<file path="src/asla_consts.vh">
// Purpose: Constants for the accumulator shift/logic datapath slice
// Assumes: Included by every design file of the block
// Notes: Operation codes are local to this block
`ifndef ASLA_CONSTS_VH
`define ASLA_CONSTS_VH
`define ASLA_OP_W 4
`define ASLA_OP_NOP 4'h0
`define ASLA_OP_ROT_RIGHT 4'h1
`define ASLA_OP_ROT_RIGHT_THRU_CARRY 4'h2
`define ASLA_OP_ARITH_LEFT_SHIFT 4'h3
`define ASLA_OP_ARITH_LEFT_SHIFT_TWO 4'h4
`define ASLA_OP_ARITH_LEFT_SHIFT_FOUR 4'h5
`define ASLA_OP_LOGICAL_RIGHT_SHIFT 4'h6
`define ASLA_OP_ARITH_RIGHT_SHIFT 4'h7
`define ASLA_OP_ARITH_RIGHT_SHIFT_TWO 4'h8
`define ASLA_OP_ARITH_RIGHT_SHIFT_FOUR 4'h9
`define ASLA_OP_SUBTRACT 4'ha
`define ASLA_OP_MINUS_WITH_BORROW 4'hb
`define ASLA_OP_BYTE_SWAP 4'hc
`define ASLA_OP_NIBBLE_SWAP 4'hd
`define ASLA_OP_SRC_XOR 4'he
`define ASLA_OP_BIT_XOR 4'hf
`define ASLA_ACC_W_DEF 16
`define ASLA_RESET_ACC 16'h0000
`define ASLA_RESET_FLAG 1'b0
`endif

</file>
<file path="src/asla_alu.v">
// Summary of operation
// - Rotate right moves bits down, old bit 0 into top bit.
// - Rotate through carry: old carry to top, old bit 0 to carry.
// - Right rotates set sign; carry and zero change only for through-carry form.
// - Left shift by 1, 2 or 4 fills zeros; updates carry, sign, zero.
// - Two or four place left shift leaves last bit out in carry.
// - Logical right shift moves down one and puts zero on top.
// - Arithmetic right shifts copy the top bit, keeping the sign.
// - Every right shift step sends bit 0 into carry.
// - Right shifts set carry and zero; sign only on logical form.
// - Subtract: acc minus source; sets borrow, sign, zero, overflow.
// - Borrow subtract also takes away carry; same four flags.
// - Wide variant may take 8-bit source high byte from prefix register.
// - Wide variant byte swap exchanges halves; only sign changes.
// - Nibble swap in each byte; only sign changes.
// - Source xor: acc xor source; sign and zero only.
// - Bit xor: carry xor selected acc bit; no other flag.
//
// Purpose: Accumulator datapath slice with flags
// Assumes: Decoder presents one operation per valid cycle
// Notes: Results and flags register one cycle after op_valid_i
`timescale 1ns/10ps
`include "asla_consts.vh"
module asla_alu #(
  parameter ACC_W = `ASLA_ACC_W_DEF
) (
  // Clock and reset
  input wire clock_i,
  input wire reset_i,
  // Operation from decoder
  input wire op_valid_i,
  input wire [`ASLA_OP_W-1:0] op_i,
  input wire [ACC_W-1:0] src_i,
  input wire src_narrow_i,
  input wire [7:0] prefix_register_i,
  input wire [3:0] bit_index_i,
  // Accumulator load from register file
  input wire acc_load_i,
  input wire [ACC_W-1:0] acc_load_data_i,
  // Results
  output wire [ACC_W-1:0] acc_o,
  output wire carry_o,
  output wire sign_o,
  output wire zero_o,
  output wire signed_wrap_flag_o
);
  reg [ACC_W-1:0] acc_ff;
  reg carry_ff;
  reg sign_ff;
  reg zero_ff;
  reg wrap_ff;
  reg [ACC_W-1:0] nxt_acc;
  reg nxt_carry;
  reg nxt_sign;
  reg nxt_zero;
  reg nxt_wrap;
  reg [ACC_W-1:0] src_full;
  reg bit_sel;
  wire [ACC_W-1:0] sh_res;
  wire sh_carry;
  wire [ACC_W-1:0] sx_res;
  wire sx_borrow;
  wire sx_wrap;

  // High byte of a narrow source comes from the prefix register
  generate
    if (ACC_W == 16)
    begin : g_wide_src
      always @*
      begin
        src_full = src_i;
        if (src_narrow_i)
        begin
          src_full = {prefix_register_i, src_i[7:0]};
        end
      end
    end
    else
    begin : g_narrow_src
      // Narrow part has no prefix byte to borrow, source passes as is
      always @*
      begin
        src_full = src_i;
      end
    end
  endgenerate

  // Index wraps inside the width; narrow codes above 7 unsupported
  always @*
  begin
    bit_sel = acc_ff[bit_index_i[$clog2(ACC_W)-1:0]];
  end

  asla_shifter #(
    .ACC_W(ACC_W)
  ) u_shifter (
    .op_i(op_i),
    .acc_i(acc_ff),
    .carry_i(carry_ff),
    .res_o(sh_res),
    .carry_o(sh_carry)
  );

  // Source equal to the accumulator is kept out by the decoder
  asla_subxor #(
    .ACC_W(ACC_W)
  ) u_subxor (
    .op_i(op_i),
    .acc_i(acc_ff),
    .src_i(src_full),
    .carry_i(carry_ff),
    .res_o(sx_res),
    .borrow_o(sx_borrow),
    .wrap_o(sx_wrap)
  );

  always @*
  begin
    nxt_acc = acc_ff;
    nxt_carry = carry_ff;
    nxt_sign = sign_ff;
    nxt_zero = zero_ff;
    nxt_wrap = wrap_ff;
    if (acc_load_i)
    begin
      nxt_acc = acc_load_data_i;
      nxt_sign = acc_load_data_i[ACC_W-1];
      nxt_zero = (acc_load_data_i == {ACC_W{1'b0}});
    end
    else if (op_valid_i)
    begin
      case (op_i)
        `ASLA_OP_ROT_RIGHT:
        begin
          nxt_acc = sh_res;
          nxt_sign = sh_res[ACC_W-1];
        end
        `ASLA_OP_ROT_RIGHT_THRU_CARRY:
        begin
          nxt_acc = sh_res;
          nxt_carry = sh_carry;
          nxt_sign = sh_res[ACC_W-1];
          nxt_zero = (sh_res == {ACC_W{1'b0}});
        end
        `ASLA_OP_ARITH_LEFT_SHIFT, `ASLA_OP_ARITH_LEFT_SHIFT_TWO,
        `ASLA_OP_ARITH_LEFT_SHIFT_FOUR, `ASLA_OP_LOGICAL_RIGHT_SHIFT:
        begin
          nxt_acc = sh_res;
          nxt_carry = sh_carry;
          nxt_sign = sh_res[ACC_W-1];
          nxt_zero = (sh_res == {ACC_W{1'b0}});
        end
        `ASLA_OP_ARITH_RIGHT_SHIFT, `ASLA_OP_ARITH_RIGHT_SHIFT_TWO,
        `ASLA_OP_ARITH_RIGHT_SHIFT_FOUR:
        begin
          // Sign bit cannot change here, so the flag is left alone
          nxt_acc = sh_res;
          nxt_carry = sh_carry;
          nxt_zero = (sh_res == {ACC_W{1'b0}});
        end
        `ASLA_OP_SUBTRACT, `ASLA_OP_MINUS_WITH_BORROW:
        begin
          nxt_acc = sx_res;
          nxt_carry = sx_borrow;
          nxt_sign = sx_res[ACC_W-1];
          nxt_zero = (sx_res == {ACC_W{1'b0}});
          nxt_wrap = sx_wrap;
        end
        `ASLA_OP_BYTE_SWAP:
        begin
          if (ACC_W == 16)
          begin
            nxt_acc = sx_res;
            nxt_sign = sx_res[ACC_W-1];
          end
        end
        `ASLA_OP_NIBBLE_SWAP:
        begin
          nxt_acc = sx_res;
          nxt_sign = sx_res[ACC_W-1];
        end
        `ASLA_OP_SRC_XOR:
        begin
          nxt_acc = sx_res;
          nxt_sign = sx_res[ACC_W-1];
          nxt_zero = (sx_res == {ACC_W{1'b0}});
        end
        `ASLA_OP_BIT_XOR:
        begin
          nxt_carry = carry_ff ^ bit_sel;
        end
        default:
        begin
          nxt_acc = acc_ff;
        end
      endcase
    end
  end

  always @(posedge clock_i)
  begin
    if (reset_i)
    begin
      acc_ff <= `ASLA_RESET_ACC;
      carry_ff <= `ASLA_RESET_FLAG;
      sign_ff <= `ASLA_RESET_FLAG;
      zero_ff <= `ASLA_RESET_FLAG;
      wrap_ff <= `ASLA_RESET_FLAG;
    end
    else
    begin
      acc_ff <= nxt_acc;
      carry_ff <= nxt_carry;
      sign_ff <= nxt_sign;
      zero_ff <= nxt_zero;
      wrap_ff <= nxt_wrap;
    end
  end

  assign acc_o = acc_ff;
  assign carry_o = carry_ff;
  assign sign_o = sign_ff;
  assign zero_o = zero_ff;
  assign signed_wrap_flag_o = wrap_ff;
endmodule // asla_alu

</file>
<file path="src/asla_shifter.v">
// Purpose: Combinational shift and rotate unit
// Assumes: Single operation per cycle, width of 8 or 16
// Notes: Carry out is the last bit pushed out of the word
`timescale 1ns/10ps
`include "asla_consts.vh"
module asla_shifter #(
  parameter ACC_W = `ASLA_ACC_W_DEF
) (
  // Operands
  input wire [`ASLA_OP_W-1:0] op_i,
  input wire [ACC_W-1:0] acc_i,
  input wire carry_i,
  // Results
  output reg [ACC_W-1:0] res_o,
  output reg carry_o
);
  always @*
  begin
    res_o = acc_i;
    carry_o = carry_i;
    case (op_i)
      `ASLA_OP_ROT_RIGHT:
      begin
        res_o = {acc_i[0], acc_i[ACC_W-1:1]};
      end
      `ASLA_OP_ROT_RIGHT_THRU_CARRY:
      begin
        res_o = {carry_i, acc_i[ACC_W-1:1]};
        carry_o = acc_i[0];
      end
      `ASLA_OP_ARITH_LEFT_SHIFT:
      begin
        res_o = {acc_i[ACC_W-2:0], 1'b0};
        carry_o = acc_i[ACC_W-1];
      end
      `ASLA_OP_ARITH_LEFT_SHIFT_TWO:
      begin
        res_o = {acc_i[ACC_W-3:0], 2'b00};
        carry_o = acc_i[ACC_W-2];
      end
      `ASLA_OP_ARITH_LEFT_SHIFT_FOUR:
      begin
        res_o = {acc_i[ACC_W-5:0], 4'h0};
        carry_o = acc_i[ACC_W-4];
      end
      `ASLA_OP_LOGICAL_RIGHT_SHIFT:
      begin
        res_o = {1'b0, acc_i[ACC_W-1:1]};
        carry_o = acc_i[0];
      end
      `ASLA_OP_ARITH_RIGHT_SHIFT:
      begin
        res_o = {acc_i[ACC_W-1], acc_i[ACC_W-1:1]};
        carry_o = acc_i[0];
      end
      `ASLA_OP_ARITH_RIGHT_SHIFT_TWO:
      begin
        res_o = {{2{acc_i[ACC_W-1]}}, acc_i[ACC_W-1:2]};
        carry_o = acc_i[1];
      end
      `ASLA_OP_ARITH_RIGHT_SHIFT_FOUR:
      begin
        res_o = {{4{acc_i[ACC_W-1]}}, acc_i[ACC_W-1:4]};
        carry_o = acc_i[3];
      end
      default:
      begin
        res_o = acc_i;
        carry_o = carry_i;
      end
    endcase
  end
endmodule // asla_shifter

</file>
<file path="src/asla_subxor.v">
// Purpose: Subtract, borrow subtract, swaps and source exclusive-or
// Assumes: Source already widened to accumulator width
// Notes: Carry out is a borrow on subtraction
`timescale 1ns/10ps
`include "asla_consts.vh"
module asla_subxor #(
  parameter ACC_W = `ASLA_ACC_W_DEF
) (
  // Operands
  input wire [`ASLA_OP_W-1:0] op_i,
  input wire [ACC_W-1:0] acc_i,
  input wire [ACC_W-1:0] src_i,
  input wire carry_i,
  // Results
  output reg [ACC_W-1:0] res_o,
  output reg borrow_o,
  output reg wrap_o
);
  reg [ACC_W:0] diff;
  reg use_c;
  integer k;
  always @*
  begin
    use_c = (op_i == `ASLA_OP_MINUS_WITH_BORROW);
    // Extra top bit of the difference is the borrow
    diff = {1'b0, acc_i} - {1'b0, src_i} - {{ACC_W{1'b0}}, use_c & carry_i};
    res_o = acc_i;
    borrow_o = carry_i;
    wrap_o = 1'b0;
    case (op_i)
      `ASLA_OP_SUBTRACT, `ASLA_OP_MINUS_WITH_BORROW:
      begin
        res_o = diff[ACC_W-1:0];
        borrow_o = diff[ACC_W];
        // Signs differ and result sign differs from minuend
        wrap_o = (acc_i[ACC_W-1] ^ src_i[ACC_W-1]) &
                 (acc_i[ACC_W-1] ^ diff[ACC_W-1]);
      end
      `ASLA_OP_BYTE_SWAP:
      begin
        if (ACC_W == 16)
        begin
          // Halves by width keep the narrow build free of reversed ranges
          res_o = {acc_i[ACC_W/2-1:0], acc_i[ACC_W-1:ACC_W/2]};
        end
      end
      `ASLA_OP_NIBBLE_SWAP:
      begin
        for (k = 0; k < ACC_W; k = k + 8)
        begin
          res_o[k+:8] = {acc_i[k+:4], acc_i[k+4+:4]};
        end
      end
      `ASLA_OP_SRC_XOR:
      begin
        res_o = acc_i ^ src_i;
      end
      default:
      begin
        res_o = acc_i;
      end
    endcase
  end
endmodule // asla_subxor

</file>
<file path="config.mk">
export PLATFORM = sky130hd
export DESIGN_NAME = asla_alu
export DESIGN_NICKNAME = d
export VERILOG_FILES = /design/src/asla_alu.v /design/src/asla_shifter.v /design/src/asla_subxor.v
export VERILOG_INCLUDE_DIRS = /design/src
export SDC_FILE = /design/constraint.sdc
export NUM_CORES = 1
export LEC_CHECK = 0
export ABC_CLOCK_PERIOD_IN_PS = 4300
export BUFFER_PORTS_ARGS = -buffer_cell sky130_fd_sc_hd__buf_4
export CAP_MARGIN = 20
export CORE_MARGIN = 5
export CORE_UTILIZATION = 59
export CTS_BUF_LIST = sky130_fd_sc_hd__clkbuf_16
export CTS_CLUSTER_DIAMETER = 30
export CTS_CLUSTER_SIZE = 10
export DETAILED_ROUTE_END_ITERATION = 16
export PLACE_DENSITY = 0.83
export SKIP_LAST_GASP = 1
export SLEW_MARGIN = 10
export SYNTH_ARGS = -nofsm -noshare
export SYNTH_HDL_FRONTEND = slang
export SYNTH_HIERARCHICAL = 1
export SYNTH_SLANG_ARGS = --single-unit
</file>
<file path="constraint.sdc">
create_clock -name clock_i -period 4.3 [get_ports clock_i]
set_input_delay 0.215 -clock clock_i [delete_from_list [all_inputs] [get_ports clock_i]]
set_output_delay 0.215 -clock clock_i [all_outputs]
set_load 0.02 [all_outputs]
</file>
After elaboration in Yosys (flattened, before gate mapping)
Index checks and enable logic that the tools add are counted.
{ "op_classes": {"muxes": 16, "magnitude_cmp": 1, "reduce_logical": 20, "n_eq_ne": 16, "n_addsub": 2, "bitwise": 7} }
{ "op_table": {"columns": ["cell", "count"], "rows": [
  ["case mux 16 bit (9 select lines)", 1],
  ["case mux 16 bit (4 select lines)", 1],
  ["zero test 16 bit", 3],
  ["2-to-1 mux 16 bit", 3],
  ["== test 4 bit, second input constant", 8],
  ["case mux 16 bit (2 select lines)", 1],
  ["subtractor 16 x 16 -> 17 bit", 1],
  ["subtractor 17 x 1 -> 17 bit", 1],
  ["== test 4 x 3 -> 1 bit, second input constant", 4],
  ["bitwise XOR 16 bit", 1],
  ["nonzero test 3 bit", 4],
  ["OR reduction 9 bit", 1],
  ["== test 4 x 2 -> 1 bit, second input constant", 2],
  ["OR reduction 8 bit", 1],
  ["!= test 7 x 2 -> 1 bit, second input constant", 1],
  ["case mux 1 bit (6 select lines)", 1],
  ["AND reduction 2 bit", 3],
  ["OR reduction 3 bit", 2],
  ["OR reduction 6 bit", 1],
  ["< comparator 4 x 5 -> 1 bit, second input constant", 1],
  ["2-to-1 mux 1 bit", 5],
  ["OR reduction 5 bit", 1],
  ["binary-select mux 1 bit (select 4 bit)", 1],
  ["== test 4 x 1 -> 1 bit, second input constant", 1],
  ["other kinds (9)", 13]
]} }
{ "word_totals": {"reg_bits": 20, "word_cells": 67, "input_bits": 53} }

Longest topological paths before layout
{ "logic_depth": {"word_depth": 8, "depth_mapped": 17, "ltp_nobuf": 16} }

Modules after synthesis
The synthesis kept the hierarchy.
{ "by_module_without_submodules": {"columns": ["mod", "cells_per_inst", "area_each_um2", "n_inst"], "rows": [
  ["asla_subxor", 265, 1810.5, 1],
  ["asla_alu", 205, 1557.7, 1],
  ["asla_shifter", 195, 1211.2, 1]
]} }

Worst setup path before layout
OpenSTA, ideal clock, no wires.
{ "synth_timing": {"kind": "input to register", "from": "input port op_i[0]", "to": "register zero_ff (netlist: zero_o)", "t_required_ps": 4205, "setup_ps": 95, "path_slack_ps": 575, "path_stages": 16, "arrival_ps": 3630, "path_cell_list": "clkbuf_1 buf_1 nand3_1 fa_1 fa_1 nand2b_4 a2111oi_4 nor2_1 a31oi_1 xor2_1 o21ai_0 nor4_1 nand4_1 mux2i_1 o21ai_0 a221oi_1"} }
{ "synth_via": {"elab_chain_len": 8, "elab_cells_between_ends": 28, "classes_between": "add/sub (1); eq/ne (14); mux (5); bitwise (1); reduce/logical (7)"} }
{ "synth_lines": {"columns": ["item", "line", "source"], "rows": [
  ["start, declared", "asla_alu.v:32", "input wire [`ASLA_OP_W-1:0] op_i,"],
  ["== test 4 bit", "asla_subxor.v:30", "case (op_i)"],
  ["bitwise AND 1 bit", "asla_subxor.v:26", "diff = {1'b0, acc_i} - {1'b0, src_i} - {{ACC_W{1'b0}}, use_c & carry_i};"],
  ["subtractor 17 x 1 -> 17 bit", "asla_subxor.v:26", null],
  ["case mux 16 bit (4 select lines) (*)", "asla_subxor.v:30", null],
  ["net sx_res[8]", "asla_alu.v:61", "wire [ACC_W-1:0] sx_res;"],
  ["zero test 16 bit (*)", "asla_alu.v:166, asla_alu.v:186", null],
  ["case mux 1 bit (2 select lines) (*)", "asla_alu.v:132", "case (op_i)"],
  ["2-to-1 mux 1 bit (*)", "asla_alu.v:130", "else if (op_valid_i)"],
  ["2-to-1 mux 1 bit (*)", "asla_alu.v:124", "if (acc_load_i)"],
  ["end signal, assigned", "asla_alu.v:207", "zero_ff <= `ASLA_RESET_FLAG;"],
  ["end signal, assigned", "asla_alu.v:215", "zero_ff <= nxt_zero;"],
  ["end, declared", "asla_alu.v:50", "reg zero_ff;"]
]} }
Mark *: on every way through the listed nets, which the timed path passes. The rest lies on a longest branch. The select of a mux whose other input is x is not followed.
A chain may end at the register's enable or synchronous reset.

Worst setup path after layout
{ "layout_timing": {"from": "register carry_ff (netlist: carry_o)", "to": "register zero_ff (netlist: zero_o)"} }
{ "layout_via": {"elab_chain_len": 7, "elab_cells_between_ends": 9, "classes_between": "add/sub (1); mux (5); bitwise (1); reduce/logical (2)"} }
{ "layout_lines": {"columns": ["item", "line", "source"], "rows": [
  ["start, declared", "asla_alu.v:48", "reg carry_ff;"],
  ["start signal, assigned", "asla_alu.v:205", "carry_ff <= `ASLA_RESET_FLAG;"],
  ["start signal, assigned", "asla_alu.v:213", "carry_ff <= nxt_carry;"],
  ["bitwise AND 1 bit", "asla_subxor.v:26", null],
  ["subtractor 17 x 1 -> 17 bit", "asla_subxor.v:26", null],
  ["case mux 16 bit (4 select lines)", "asla_subxor.v:30", null],
  ["net sx_res[14]", "asla_alu.v:61", null],
  ["zero test 16 bit", "asla_alu.v:166, asla_alu.v:186", null],
  ["case mux 1 bit (2 select lines)", "asla_alu.v:132", null],
  ["2-to-1 mux 1 bit", "asla_alu.v:130", null],
  ["2-to-1 mux 1 bit", "asla_alu.v:124", null]
]} }
The timed path passes the listed nets, and every way through them passes these cells. The select of a mux whose other input is x is not followed.

==> flow_summary.ini <==
[yosys]
synth_edf_count = 0
syn_nets = 750
synthesis.area_mm2 = 0.004579
synth.distinct_cells = 77
syn_area_per_cell_um2 = 6.886
synth_warnings = 6
synth_ff_type = dfxtp_1
synth_seq_cells = 20
netlist_instances = 665
synth_seq_area_share = 0.08743
synthArstFlopShare = 0

[place]
place_hpwl_um = 12810
gp_congestion = 1.065
port_buffers = 72

[sta]
finClkSkew_ns = 0.001724
tightest_slew_ns = 0.9715
fmax_ghz = 0.2527
finalCritPeriodShare = 0.9203
hold_viol = 0
finalSetupViolations = 0
slew_violations = 0
timing.final.crit_period_ns = 3.957
grt_setup_unrepaired = no
slew_headroom = 0.3495
tns_ns = 0

[cts]
cts_tree = built
numCtsBuffers = 3
cts.sinks = 20
cts-resized-gates = 0
clkLatencyLatePin_ns = 0.25
cts.root.buffer_cell = clkbuf_16
cts_buffer_depth = 2
clk_pin_slew_ns = 0.06
cts_setup_buffers = 0
ctsHoldBuffers = 0
cts_max_level = 1

[final_layout]
nNetsFinal = 795
fillers = 706
drive_gt1_frac = 0.1850
antenna_cells = 0
syn2layout_area_growth_pct = 13.80

[pwr]
p_int_mw = 0.6823
powerDensity_mw_per_mm2 = 251.7
power.switching_mw = 0.6296
power.share.clock = 0.147
seqPwrFrac = 0.168
p_comb_frac = 0.685
ir_worst_vdd_v = 0.0002657
leakage_nw = 2.137
swShare = 0.4799
p_total_mw = 1.312

[grt]
grt_pass1_vias = 5183
grt_pass1_wl_um = 27750
grt_use_total = 0.3526
grt_max_degree = 78
antenna_found_initial = 0
grt_overflow_total = 0

[outcome]
status = completed

[setup_path]
slowest_delay_ns = 0.48
worstSetupStartpointType = flip-flop
cp_cell_sequence = nand3_1 -> fa_1 -> fa_1 -> nand2b_4 -> a2111oi_4 -> o311ai_1 -> a31oi_1 -> xor2_1 -> o21ai_1 -> nor4_1 -> nand4_1 -> mux2i_1 -> o21ai_0 -> a221oi_1
r2r_slack_ns = 0.34
crit_path_end_kind = flip-flop
slowest_stage = dfxtp_1
cp_data_required_time_ns = 4.46
arrival_ns = 4.11
cpMostUsedCell = fa_1
crit_type = flip-flop to flip-flop
cp_max_fo = 8

[die]
num_rows = 32
io_pins = 73
core_area_mm2 = 0.007647
die_x_um = 98.10
die_h_um = 98.10
start_util = 0.5988
die-area_mm2 = 0.009624

[worst_hold_path]
hp-class = input port to flip-flop

[drt]
route.detailed.drc = 0
viasPerCell = 7.081
drt_wl_total_um = 17950
drt_first_pass_iters = 5
wl_per_cell_um = 22.16
drtIter0Drc = 630
vias = 5736
ant_nets = 0

[job]
drv_cap = 0
layer usage:
layer / wire length, um / vias up / track usage / part of all wire
li1: - / 2567 / - / -
met1: 6921 / 2606 / 0.5089 / 0.39
met2: 7688 / 489 / 0.5230 / 0.43
met3: 2530 / 74 / 0.04286 / 0.14
met4: 807 / 0 / 0.1576 / 0.045
met5: 0 / - / 0 / 0
path summary, 6_finish.rpt:
check / start / to / cells after the start
worst max-delay path: carry_o / zero_o / 14
worst min-delay path: acc_load_data_i[4] / acc_o[4] / 3
worst max register to register: carry_o / zero_o / 14
worst min register to register: sign_o / sign_o / 2
cell families (layout without fill, tap and decap cells):
family,after synthesis,in the layout,share of synthesized area
buffers and inverters,105,148,0.1005
adder cells (fa/ha/maj),32,32,0.09071
AND/OR/NAND/NOR,195,195,0.2199
XOR/XNOR,17,17,0.03962
multiplexers,42,42,0.1055
AO/OA/AOI/OAI,254,254,0.3563
flip-flops,20,20,0.08743
cells in the mapped netlist, types with 8 or more instances:
library cell / instances / area share
a31oi_1: 10 / 0.014
o22ai_1: 21 / 0.029
o21ai_0: 63 / 0.069
nand3_1: 47 / 0.051
nand2b_1: 9 / 0.012
inv_1: 52 / 0.043
mux2i_1: 28 / 0.061
xnor2_1: 8 / 0.015
nand4_1: 9 / 0.012
buf_2: 21 / 0.023
o211ai_1: 19 / 0.031
o32a_1: 9 / 0.020
dfxtp_1: 20 / 0.087
a21oi_1: 73 / 0.080
nor4_1: 10 / 0.014
nand2_1: 44 / 0.036
mux2_2: 10 / 0.025
clkbuf_1: 19 / 0.016
ha_1: 30 / 0.082
nor2_1: 34 / 0.028
power by group through the flow:
stage / logic (mW) / registers (mW) / clock network (mW)
after floorplan: 0.572 / 0.257 / 0
after global placement: 0.847 / 0.223 / 0
after detailed placement: 0.862 / 0.223 / 0
after CTS: 0.867 / 0.219 / 0.192
after global routing: 0.960 / 0.221 / 0.202
final: 0.899 / 0.220 / 0.193
worst max-delay path, delay by kind of cell (launching register included):
kind / cells / cell delay (ns)
flops: 1 / 0.48
simple gates: 4 / 0.80
fa+ha+maj: 2 / 0.86
mux: 1 / 0.14
compound gates: 6 / 1.37
xor+xnor: 1 / 0.19
cells in the final DEF (no fill, tap or decap), types with 6 or more instances in the layout:
cell,Yosys,final
buf_4,4,92
nand4_1,9,9
o22ai_1,21,21
o32a_1,9,9
nor2_1,34,34
inv_1,52,52
ha_1,30,30
nand2_1,44,44
a31oi_1,10,10
o211ai_1,19,19
dfxtp_1,20,20
nand2b_1,9,9
o21ai_0,63,63
a21oi_1,73,73
nor3b_1,6,6
a22oi_1,6,6
mux2i_1,28,28
o21ai_1,7,7
mux2_2,10,10
nand3_1,47,47
xnor2_1,8,8
xor2_1,7,7
nor4_1,10,10
nor3_1,7,7
through the flow:
stage                     cells  cell area [um2]  setup WS, ns  utilization  hold slack, ns
final                       810             5211        0.3426       0.6814          0.2940
after global routing        810             5211        0.1037       0.6814          0.3012
after CTS                   810             5211        0.4585       0.6814          0.2964
after detailed placement    807             5136        0.4379       0.6716          0.4943
after global placement      807             5136        0.5782       0.6716          0.4884
after floorplan             665             4579        0.5749            -          0.3888
final cells by class:
| class | instances | area [um2] | area share |
|---|---|---|---|
| repair buffers | 92 | 690.7 | 0.1325 |
| clock buffers | 3 | 75.07 | 0.01441 |
| flip-flops and latches | 20 | 400.4 | 0.07683 |
| well taps | 102 | 127.6 | 0.02449 |
| multi-input cells | 540 | 3719 | 0.7136 |
| inverters | 53 | 198.9 | 0.03818 |
state kept, by name, summed over array words and instances, names as in the netlist:
name and count:
carry_o 1, acc_o 16, sign_o 1, zero_o 1
signed_wrap_flag_o 1
(Power assumes the default switching activity.)
